[config.mk]
export PLATFORM = sky130hd
export DESIGN_NAME = dcc_top
export DESIGN_NICKNAME = d
export VERILOG_FILES = /design/src/design/dcc_pkg.sv /design/src/design/dcc_cmp_if.sv /design/src/design/dcc_channel.sv /design/src/design/dcc_top.sv
export SDC_FILE = /design/constraint.sdc
export NUM_CORES = 1
export LEC_CHECK = 0
export ABC_AREA = 1
export BUFFER_PORTS_ARGS = -buffer_cell sky130_fd_sc_hd__buf_2
export CORE_AREA = 2 2 74 76
export CTS_BUF_LIST = sky130_fd_sc_hd__clkbuf_2 sky130_fd_sc_hd__clkbuf_4 sky130_fd_sc_hd__clkbuf_8
export DETAILED_ROUTE_END_ITERATION = 7
export DIE_AREA = 0 0 76 78
export HOLD_SLACK_MARGIN = 0.15
export PLACE_DENSITY = 0.58
export REMOVE_ABC_BUFFERS = 1
export SYNTH_ARGS = -nofsm -noshare
export SYNTH_HDL_FRONTEND = slang
export SYNTH_SLANG_ARGS = --single-unit
[constraint.sdc]
create_clock -name sys_clk -period 1.22 [get_ports sys_clk]
set_input_delay 0.183 -clock sys_clk [delete_from_list [all_inputs] [get_ports sys_clk]]
set_output_delay 0.183 -clock sys_clk [all_outputs]
set_load 0.03 [all_outputs]
[src/design/dcc_pkg.sv]
package dcc_pkg;
   // ************************************************
   // Register map
   // ************************************************
   localparam logic [7:0] DCC_ADDR_CMP_A = 8'h9e;
   localparam logic [7:0] DCC_ADDR_CMP_B = 8'h9f;
   localparam logic [7:0] DCC_CTRL_RESET = 8'h00;
   localparam int DCC_BIT_ENABLE = 7;
   localparam int DCC_BIT_RESULT = 6;
   localparam int DCC_BIT_RISE = 5;
   localparam int DCC_BIT_FALL = 4;
   localparam int DCC_POS_HI = 3;
   localparam int DCC_POS_LO = 2;
   localparam int DCC_NEG_HI = 1;
   localparam int DCC_NEG_LO = 0;
   localparam int DCC_NUM_CMP = 2;
   // ************************************************
   // Hysteresis codes
   // ************************************************
   typedef enum logic [1:0] {
      DCC_HYST_OFF = 2'h0,
      DCC_HYST_2MV = 2'h1,
      DCC_HYST_4MV = 2'h2,
      DCC_HYST_10MV = 2'h3
   } dcc_hyst_t;
   localparam logic [3:0] DCC_TRIM_OFF = 4'h0;
   localparam logic [3:0] DCC_TRIM_2MV = 4'h1;
   localparam logic [3:0] DCC_TRIM_4MV = 4'h2;
   localparam logic [3:0] DCC_TRIM_10MV = 4'h4;
   // ************************************************
   // Interrupt edge selection
   // ************************************************
   localparam logic [1:0] DCC_IRQ_RISE = 2'h1;
   localparam logic [1:0] DCC_IRQ_FALL = 2'h2;
endpackage

[src/design/dcc_cmp_if.sv]
`timescale 1ns/1ps
interface dcc_cmp_if;
   logic enable;
   logic raw;
   logic clr_rise;
   logic clr_fall;
   logic result;
   logic rise_flag;
   logic fall_flag;
   logic rise_evt;
   logic fall_evt;
   modport ctrl (output enable, output raw, output clr_rise, output clr_fall,
                 input result, input rise_flag, input fall_flag, input rise_evt, input fall_evt);
   modport chan (input enable, input raw, input clr_rise, input clr_fall,
                 output result, output rise_flag, output fall_flag, output rise_evt, output fall_evt);
endinterface

[src/design/dcc_channel.sv]
`timescale 1ns/1ps
module dcc_channel
   import dcc_pkg::*;
(
   input wire logic sys_clk,
   input wire logic rst_b,
   dcc_cmp_if.chan ch
);
   // ************************************************
   // Synchroniser and edge flags
   // ************************************************
   logic sync_a;
   logic sync_b;
   logic last;
   logic arm_a;
   logic arm_b;
   logic armed;
   logic rise_flag;
   logic fall_flag;
   logic rise_evt;
   logic fall_evt;
   logic next_sync_a;
   logic next_sync_b;
   logic next_last;
   logic next_arm_a;
   logic next_arm_b;
   logic next_armed;
   logic next_rise_flag;
   logic next_fall_flag;
   logic next_rise_evt;
   logic next_fall_evt;

   always_comb begin
      next_sync_a = ch.raw;
      next_sync_b = sync_a;
      next_last = sync_b;
      // Arming waits out the synchroniser, so a core settling at power-up sets no flag
      next_arm_a = ch.enable;
      next_arm_b = ch.enable && arm_a;
      next_armed = ch.enable && arm_b;
      next_rise_evt = ch.enable && armed && sync_b && !last;
      next_fall_evt = ch.enable && armed && !sync_b && last;
      // Set beats a clear in the same cycle
      next_rise_flag = (rise_flag && !ch.clr_rise) || next_rise_evt;
      next_fall_flag = (fall_flag && !ch.clr_fall) || next_fall_evt;
   end

   always_ff @(posedge sys_clk or negedge rst_b) begin
      if (!rst_b) begin
         sync_a <= 1'b0;
         sync_b <= 1'b0;
         last <= 1'b0;
         arm_a <= 1'b0;
         arm_b <= 1'b0;
         armed <= 1'b0;
         rise_flag <= 1'b0;
         fall_flag <= 1'b0;
         rise_evt <= 1'b0;
         fall_evt <= 1'b0;
      end else begin
         sync_a <= next_sync_a;
         sync_b <= next_sync_b;
         last <= next_last;
         arm_a <= next_arm_a;
         arm_b <= next_arm_b;
         armed <= next_armed;
         rise_flag <= next_rise_flag;
         fall_flag <= next_fall_flag;
         rise_evt <= next_rise_evt;
         fall_evt <= next_fall_evt;
      end
   end

   assign ch.result = ch.enable & sync_b;
   assign ch.rise_flag = rise_flag;
   assign ch.fall_flag = fall_flag;
   assign ch.rise_evt = rise_evt;
   assign ch.fall_evt = fall_evt;
endmodule

[src/design/dcc_top.sv]
`timescale 1ns/1ps
module dcc_top
   import dcc_pkg::*;
(
   input wire logic sys_clk,
   input wire logic rst_b,
   input wire logic [7:0] sfr_addr,
   input wire logic [7:0] sfr_wdata,
   input wire logic sfr_wr,
   input wire logic sfr_rd,
   output logic [7:0] sfr_rdata,
   input wire logic [1:0] cmp_raw,
   input wire logic [1:0] cmp_open_drain,
   input wire logic [3:0] cmp_irq_sel,
   input wire logic cmp_a_reset_sel,
   output logic [1:0] cmp_power_en,
   output logic [3:0] cmp_pos_trim,
   output logic [3:0] cmp_neg_trim,
   output logic [1:0] cmp_pin_out,
   output logic [1:0] cmp_pin_oe,
   output logic [1:0] cmp_irq_req,
   output logic cmp_a_reset_req
);
   // ************************************************
   // Control fields
   // ************************************************
   logic [DCC_NUM_CMP-1:0] cmp_any_enable;
   logic [DCC_NUM_CMP-1:0][1:0] pos_hyst_sel;
   logic [DCC_NUM_CMP-1:0][1:0] neg_hyst_sel;
   logic [DCC_NUM_CMP-1:0] next_enable;
   logic [DCC_NUM_CMP-1:0][1:0] next_pos_hyst;
   logic [DCC_NUM_CMP-1:0][1:0] next_neg_hyst;
   logic [DCC_NUM_CMP-1:0] hit;
   logic [DCC_NUM_CMP-1:0][7:0] reg_view;
   logic [DCC_NUM_CMP-1:0] result;
   logic [DCC_NUM_CMP-1:0] evt_req;
   logic [DCC_NUM_CMP-1:0][3:0] pos_trim;
   logic [DCC_NUM_CMP-1:0][3:0] neg_trim;
   logic [7:0] next_rdata;
   logic [1:0] next_pin_out;
   logic [1:0] next_pin_oe;
   logic next_reset_req;

   function automatic logic [3:0] dcc_decode(input logic [1:0] sel);
      dcc_hyst_t code;
      code = dcc_hyst_t'(sel);
      unique case (code)
         DCC_HYST_OFF: dcc_decode = DCC_TRIM_OFF;
         DCC_HYST_2MV: dcc_decode = DCC_TRIM_2MV;
         DCC_HYST_4MV: dcc_decode = DCC_TRIM_4MV;
         DCC_HYST_10MV: dcc_decode = DCC_TRIM_10MV;
      endcase
   endfunction

   assign hit[0] = (sfr_addr == DCC_ADDR_CMP_A);
   assign hit[1] = (sfr_addr == DCC_ADDR_CMP_B);

   // ************************************************
   // Per-comparator channels
   // ************************************************
   genvar gi;
   generate
      for (gi = 0; gi < DCC_NUM_CMP; gi++) begin : g_cmp
         dcc_cmp_if cif ();
         assign cif.enable = cmp_any_enable[gi];
         assign cif.raw = cmp_raw[gi];
         // Writing 0 to a flag clears it; writing 1 leaves it alone
         assign cif.clr_rise = sfr_wr && hit[gi] && !sfr_wdata[DCC_BIT_RISE];
         assign cif.clr_fall = sfr_wr && hit[gi] && !sfr_wdata[DCC_BIT_FALL];
         dcc_channel u_chan (
            .sys_clk(sys_clk),
            .rst_b(rst_b),
            .ch(cif)
         );
         assign result[gi] = cif.result;
         assign reg_view[gi] = {cmp_any_enable[gi], cif.result, cif.rise_flag, cif.fall_flag,
                                pos_hyst_sel[gi], neg_hyst_sel[gi]};
         assign evt_req[gi] = (cif.rise_evt && cmp_irq_sel[2*gi]) ||
                              (cif.fall_evt && cmp_irq_sel[2*gi+1]);
         assign pos_trim[gi] = dcc_decode(pos_hyst_sel[gi]);
         assign neg_trim[gi] = dcc_decode(neg_hyst_sel[gi]);
      end
   endgenerate

   // ************************************************
   // Register writes and outputs
   // ************************************************
   always_comb begin
      next_enable = cmp_any_enable;
      next_pos_hyst = pos_hyst_sel;
      next_neg_hyst = neg_hyst_sel;
      for (int i = 0; i < DCC_NUM_CMP; i++) begin
         if (sfr_wr && hit[i]) begin
            next_enable[i] = sfr_wdata[DCC_BIT_ENABLE];
            next_pos_hyst[i] = sfr_wdata[DCC_POS_HI:DCC_POS_LO];
            next_neg_hyst[i] = sfr_wdata[DCC_NEG_HI:DCC_NEG_LO];
         end
      end
      next_rdata = sfr_rdata;
      if (sfr_rd) begin
         next_rdata = hit[0] ? reg_view[0] : (hit[1] ? reg_view[1] : 8'h00);
      end
      for (int i = 0; i < DCC_NUM_CMP; i++) begin
         // Open drain only pulls low, released high level comes from the pull-up
         next_pin_out[i] = result[i];
         next_pin_oe[i] = cmp_open_drain[i] ? !result[i] : 1'b1;
      end
      next_reset_req = cmp_a_reset_sel && result[0];
   end

   always_ff @(posedge sys_clk or negedge rst_b) begin
      if (!rst_b) begin
         cmp_any_enable <= '0;
         pos_hyst_sel <= '0;
         neg_hyst_sel <= '0;
         sfr_rdata <= DCC_CTRL_RESET;
         cmp_power_en <= '0;
         cmp_pos_trim <= '0;
         cmp_neg_trim <= '0;
         cmp_pin_out <= '0;
         cmp_pin_oe <= '0;
         cmp_irq_req <= '0;
         cmp_a_reset_req <= 1'b0;
      end else begin
         cmp_any_enable <= next_enable;
         pos_hyst_sel <= next_pos_hyst;
         neg_hyst_sel <= next_neg_hyst;
         sfr_rdata <= next_rdata;
         cmp_power_en <= next_enable;
         cmp_pos_trim <= pos_trim[0];
         cmp_neg_trim <= neg_trim[0];
         cmp_pin_out <= next_pin_out;
         cmp_pin_oe <= next_pin_oe;
         cmp_irq_req <= evt_req;
         cmp_a_reset_req <= next_reset_req;
      end
   end
endmodule

==> metrics.txt, run 1 <==
TNS Setup=0 ns; Core Util, Final=50.8%; Bufs on Longest Clock Path=2; peak per-stage delay on the critical path=0.46 ns; family with the most delay on the worst path=flip-flops; adder-cell share of the synthesized area=0%; Post-Synthesis Cells=198; switching power total=858 uW; I/O pin total=54; Worst path depth=1; Port-buffer cells=50; DR vias=1470; top-area cell type share of the netlist area=65.0%; CTS tree=done; Power Dens Cells=1300 nW/um2; critical-path cell list=buf_2; TritonCTS buffer count=5; Max Clock Skew=0.00232 ns; Fin Hold WS=0.176 ns; Final Hold Viols=0; register area=1280 um2; ys flop type=dfrtp_1; switch share=25.8%; post-synth cell types=20; Total Routing Usage GR=14.0%; Min-Delay Path Class=primary input to flip-flop; Avg Cell Area, Syn=9.91 um2; layout cell share with drive strength beyond 1=27.0%; area of the multi-input gates=538 um2; Core ar.=5040 um2; Rows=26; largest net degree at the start of global routing=52; Clock Latency Late Sink=0.30 ns; post-route cell area=2560 um2; Bufs and invs on worst path=1; Root Buffer Master=clkbuf_8; post-synthesis xor/xnor area fraction=0%; FILL cells=485; share of flip-flops with an asynchronous set or reset=100%; sequential power share=55.7%; top post-synthesis cells by count=63 x nand2_1, 51 x dfrtp_1, 26 x inv_1; Pint=2.47 mW; nets=298; Clk pin slew, worst setup/hold paths=0.09 ns; area grow syn2layout=30.6%; register area share after synthesis=65.0%; hold depth=3; largest family of logic cells by synthesized area=simple AND/OR/NAND/NOR gates; CP arrival=0.96 ns; RSZ-0062 raised after global routing=false; critical path's slowest cell=dfrtp_2; #FFs+latches synth=51; placed insts=315; Routed Antenna Nets=0; Leakage=1.40 nW; max-slew violation count=0; Yosys warning total=0; DR iter-0 viols=92; Chip Height=78 um; worst vdd ir=0.000869 V; Post-synth EDFFs=0; Comb pwr share=12.5%; ANT cells=0; Clock power frac=31.8%; CTS sink count=51; Post-Synth Simple-Gate Area=23.6%; compound-gate portion of the synthesized area=3.44%; placed instance area=2290 um2; outcome=completed; top cells by area, synth=dfrtp_1 65%, nand2_1 12%, inv_1 5.0%, nand3_1 4.8%, o21ai_0 2.0%; Setup Buffers After CTS=0; Setup CP Type=flip-flop to primary output; drt drc=0; Avg WL per Cell=10.7 um; critical path fanouts, max=7; Tcrit/Tclk final=94.1%; mux cell area share after synthesis=0%; WP data required=1.04 ns; width of the chip=76 um; MaxCap Viol Count=0; Worst Setup Start Kind=flip-flop; Initial Utilization=38.9%; H-tree depth=2; Die Area=5930 um2; first-pass GRT wire length=6540 um; post-route insts no fill=340; final WL=3630 um; Setup crit end kind=primary output; Tmin final=1.15 ns; GPL Wtd Cong=0.736; vias in the first global route=1430; R2R cell count=6; Mapped Area=1960 um2; gr ovfl total=0; most numerous cell in the Yosys netlist=nand2_1; post-DP HPWL=2600 um; Max Freq=0.871 GHz; vias per cell=4.32; Setup-failing EPs final=0; initial antenna violation count=0; drt first pass iters=4; leading area contributor after synthesis=dfrtp_1
==> metal layers <==
metal  part of all wire [%]  GRT usage, %
met1                     46          17.4
met2                     47          22.6
met5                      0             0
met3                    5.4          5.00
met4                    1.6          5.45
==> power groups by stage <==
| stage | sequential [mW] | clock, mW | combinational [mW] |
|---|---|---|---|
| global route | 1.87 | 1.17 | 0.464 |
| CTS | 1.86 | 1.10 | 0.425 |
| detailed placement | 1.89 | 0 | 0.382 |
| floorplan | 1.97 | 0 | 0.123 |
| global placement | 1.89 | 0 | 0.376 |
| finish | 1.85 | 1.06 | 0.416 |
==> cells in the final DEF (no fill, tap or decap), drive strengths merged, types with 7 or more instances in the layout <==
cell type	count
nor2	10
nand2	66
o21ai	10
inv	26
dfrtp	51
nand3	21
clkbuf	7
buf	52
dlygate4sd3	17
==> cell type report <==
| type | instances | area share (%) |
|---|---|---|
| Timing Repair Buffer | 69 | 17.5 |
| Multi-Input combinational cell | 114 | 21.0 |
| Tap cell | 70 | 3.42 |
| Clock inverter | 1 | 0.293 |
| Clock buffer | 7 | 3.76 |
| Sequential cell | 51 | 49.9 |
| Inverter | 28 | 4.20 |
==> final timing paths <==
path	start	endpoint	slack [ns]
worst min-delay path	sfr_rd	sfr_rdata[7]$_DFFE_PN0P_	0.18
min in group asynchronous	rst_b	g_cmp[0].u_chan.arm_a$_DFF_PN0_	0.39
max in group asynchronous	rst_b	cmp_any_enable[0]$_DFFE_PN0N_	0.59
worst max-delay path	cmp_any_enable[1]$_DFFE_PN0N_	cmp_power_en[1]	0.07
worst min register to register	g_cmp[0].u_chan.next_sync_b$_DFF_PN0_	g_cmp[0].u_chan.next_last$_DFF_PN0_	0.35
worst max register to register	cmp_any_enable[0]$_DFFE_PN0N_	sfr_rdata[6]$_DFFE_PN0P_	0.20
==> flip-flops by register name, indices dropped and copies added (netlist names), 3 cells and up <==
signal,flops
cmp_neg_trim,3
sfr_rdata,8
neg_hyst_sel,4
cmp_pos_trim,3
pos_hyst_sel,4
==> per-stage QoR <==
step	setup WS (ns)	total power, mW
finish	0.0722	3.33
global route	0.0276	3.50
CTS	0.0544	3.38
detailed placement	0.0721	2.27
global placement	0.115	2.26
floorplan	0.157	2.09
==> cells by family (layout without fill, tap and decap cells) <==
group / after synthesis / count (layout)
and+or+nand+nor: 100 / 100
AOI/OAI and AO/OA: 12 / 12
DFF: 51 / 51
other: 1 / 2
buffers and inverters: 34 / 105
==> what timing repair did <==
item / 4_1_cts / 5_1_grt
setup endpoints to repair: 2 / 0
endpoints found under the hold margin: 72 / 0
gates resized for setup: 2 / 0
hold buffers: 17 / 0
Note: power is estimated with default switching activity, not from simulation.
==> inputs of run 2 (changes only) <==
Settings changed: CTS_CLUSTER_SIZE set to 10, RECOVER_POWER set to 100.
==> run 2 against run 1 <==
  * Design area shrank 1.6%
  * Core utilization shrank 0.82 points
  * First-iteration DRC count decreased by 7.6%
  * Non-clock buffer count stayed put
  * Total power shrank 0.29%
  * Setup slack lost 0.0086 ns
  * Critical path type unchanged
  * Critical endpoint unchanged
  * Largest power group unchanged
==> metrics.txt, run 2 (synthesized netlist as in run 1, its figures left out) <==
outcome=completed; post-DP HPWL=2600 um; max FFs per register=8; critical path's slowest cell=dfrtp_2; TNS Setup=0 ns; Root Buffer Master=clkbuf_8; switching power total=856 uW; area grow syn2layout=28.5%; DR vias=1451; DR iter-0 viols=85; Reg with most FFs=sfr_rdata; Setup crit end kind=primary output; Setup-failing EPs final=0; dpl ws=0.0721 ns; critical path fanouts, max=7; FILL cells=494; hold depth=3; Die Area=5930 um2; Power Dens Cells=1320 nW/um2; Clock power frac=31.9%; Min-Delay Path Class=primary input to flip-flop; worst rel slew slack=55.2%; biggest regs=sfr_rdata (8), neg_hyst_sel (4), pos_hyst_sel (4); register area=1280 um2; Max Freq=0.865 GHz; Leakage=1.38 nW; max-slew violation count=0; MaxCap Viol Count=0; Clk pin slew, worst setup/hold paths=0.09 ns; most common cell after layout, fill and taps aside=nand2_1; Worst Setup Start Kind=flip-flop; Initial Utilization=38.9%; gr ovfl total=0; Bufs on Longest Clock Path=2; drt drc=0; reg2reg start=cmp_any_enable[0]$_DFFE_PN0N_; CP arrival=0.97 ns; sequential power share=55.9%; Final Hold Viols=0; critical-path cell list=clkbuf_2; Routed Antenna Nets=0; Rows=26; Clock Latency Late Sink=0.30 ns; largest net degree at the start of global routing=52; switch share=25.8%; final WL=3650 um; fin worst setup slack=0.0636 ns; r2r setup slk=0.20 ns; Setup CP Type=flip-flop to primary output; width of the chip=76 um; R2R cell count=6; I/O pin total=54; hold_sp=sfr_rd; WP data required=1.04 ns; Total Routing Usage GR=14.0%; Slew @ Worst Pin=0.672 ns; nets=298; Chip Height=78 um; Comb pwr share=12.1%; Avg WL per Cell=10.7 um; Pint=2.46 mW; CTS tree=done; RSZ-0062 raised after global routing=false; ANT cells=0; Core ar.=5040 um2; Max Clock Skew=0.00195 ns; vias per cell=4.27; family with the most delay on the worst path=flip-flops; Worst Hold End=sfr_rdata[7]$_DFFE_PN0P_; Tcrit/Tclk final=94.8%; first-pass GRT wire length=6540 um; CTS sink count=51; most frequent cells in the layout=63 x nand2_1, 49 x dfrtp_1, 27 x inv_1, 27 x buf_2, 22 x clkbuf_2; TritonCTS buffer count=5; worst vdd ir=0.000870 V; Bufs and invs on worst path=1; area of the multi-input gates=515 um2; vias in the first global route=1430; peak per-stage delay on the critical path=0.44 ns; initial antenna violation count=0; layout cell share with drive strength beyond 1=25.2%; Worst path depth=1; drt first pass iters=4; R2R Path End=sfr_rdata[6]$_DFFE_PN0P_; GPL Wtd Cong=0.736; H-tree depth=2; Port-buffer cells=50; Tmin final=1.16 ns
## run 2: cell types whose count changed in the layout (fill, tap and decap cells not counted), moves of 2 or more
cell      delta
clkbuf_1     +2
nand3_1      +2
o21ai_0      +2
o21ai_1      -2
buf_2       -23
clkbuf_2    +22
## run 2: power by group through the flow
stage / Sequential (mW) / Combinational [mW] / Clock, mW
CTS: 1.86 / 0.425 / 1.10
floorplan: 1.97 / 0.123 / 0
global placement: 1.89 / 0.376 / 0
detailed placement: 1.89 / 0.382 / 0
global route: 1.87 / 0.451 / 1.17
finish: 1.86 / 0.403 / 1.06
## run 2: timing repair
action,in CTS,in global routing
resized for setup,2,0
setup buffers,0,0
hold endpoints to repair,72,0
setup endpoints to repair,2,0
hold buffers,17,0
## run 2: worst max path at each step
stage	start	end	slack (ns)
floorplan	cmp_any_enable[0]$_DFFE_PN0N_	sfr_rdata[6]$_DFFE_PN0P_	0.16
global placement	sfr_addr[5]	pos_hyst_sel[1]$_DFFE_PN0N_	0.12
detailed placement	sfr_addr[0]	neg_hyst_sel[0]$_DFFE_PN0N_	0.07
CTS	cmp_any_enable[0]$_DFFE_PN0N_	cmp_power_en[0]	0.05
global route	cmp_any_enable[1]$_DFFE_PN0N_	cmp_power_en[1]	0.02
finish	cmp_any_enable[1]$_DFFE_PN0N_	cmp_power_en[1]	0.06
## run 2: area by class of cell
type | instances | share of cell area (%)
tap | 70 | 3.47
clock buffer | 7 | 3.82
multi-input combinational | 114 | 20.4
clock inverter | 1 | 0.298
inverter | 28 | 4.22
sequential | 51 | 50.7
timing repair buffer | 69 | 17.1
## run 2: through the flow
stage               hold WS (ns)  cells  power [mW]  cell area [um2]  util, %
floorplan                 -0.113    193        2.09             1920        -
global placement           0.194    315        2.26             2290     45.4
detailed placement         0.195    315        2.27             2290     45.4
CTS                        0.176    340        3.38             2560     50.8
global route               0.191    340        3.49             2520     50.0
finish                     0.177    340        3.32             2520     50.0
## run 2: layer usage
| layer | up-vias | wire, um | track usage, % |
|---|---|---|---|
| met4 | 0 | 58 | 5.45 |
| met5 | - | 0 | 0 |
| met3 | 5 | 191 | 5.00 |
| met2 | 33 | 1710 | 22.6 |
| li1 | 746 | - | - |
| met1 | 667 | 1690 | 17.4 |
## run 2: worst min-delay path: stages
cell and delay, ns:
buf_2 0.15, nand2_1 0.08, nand2_1 0.04
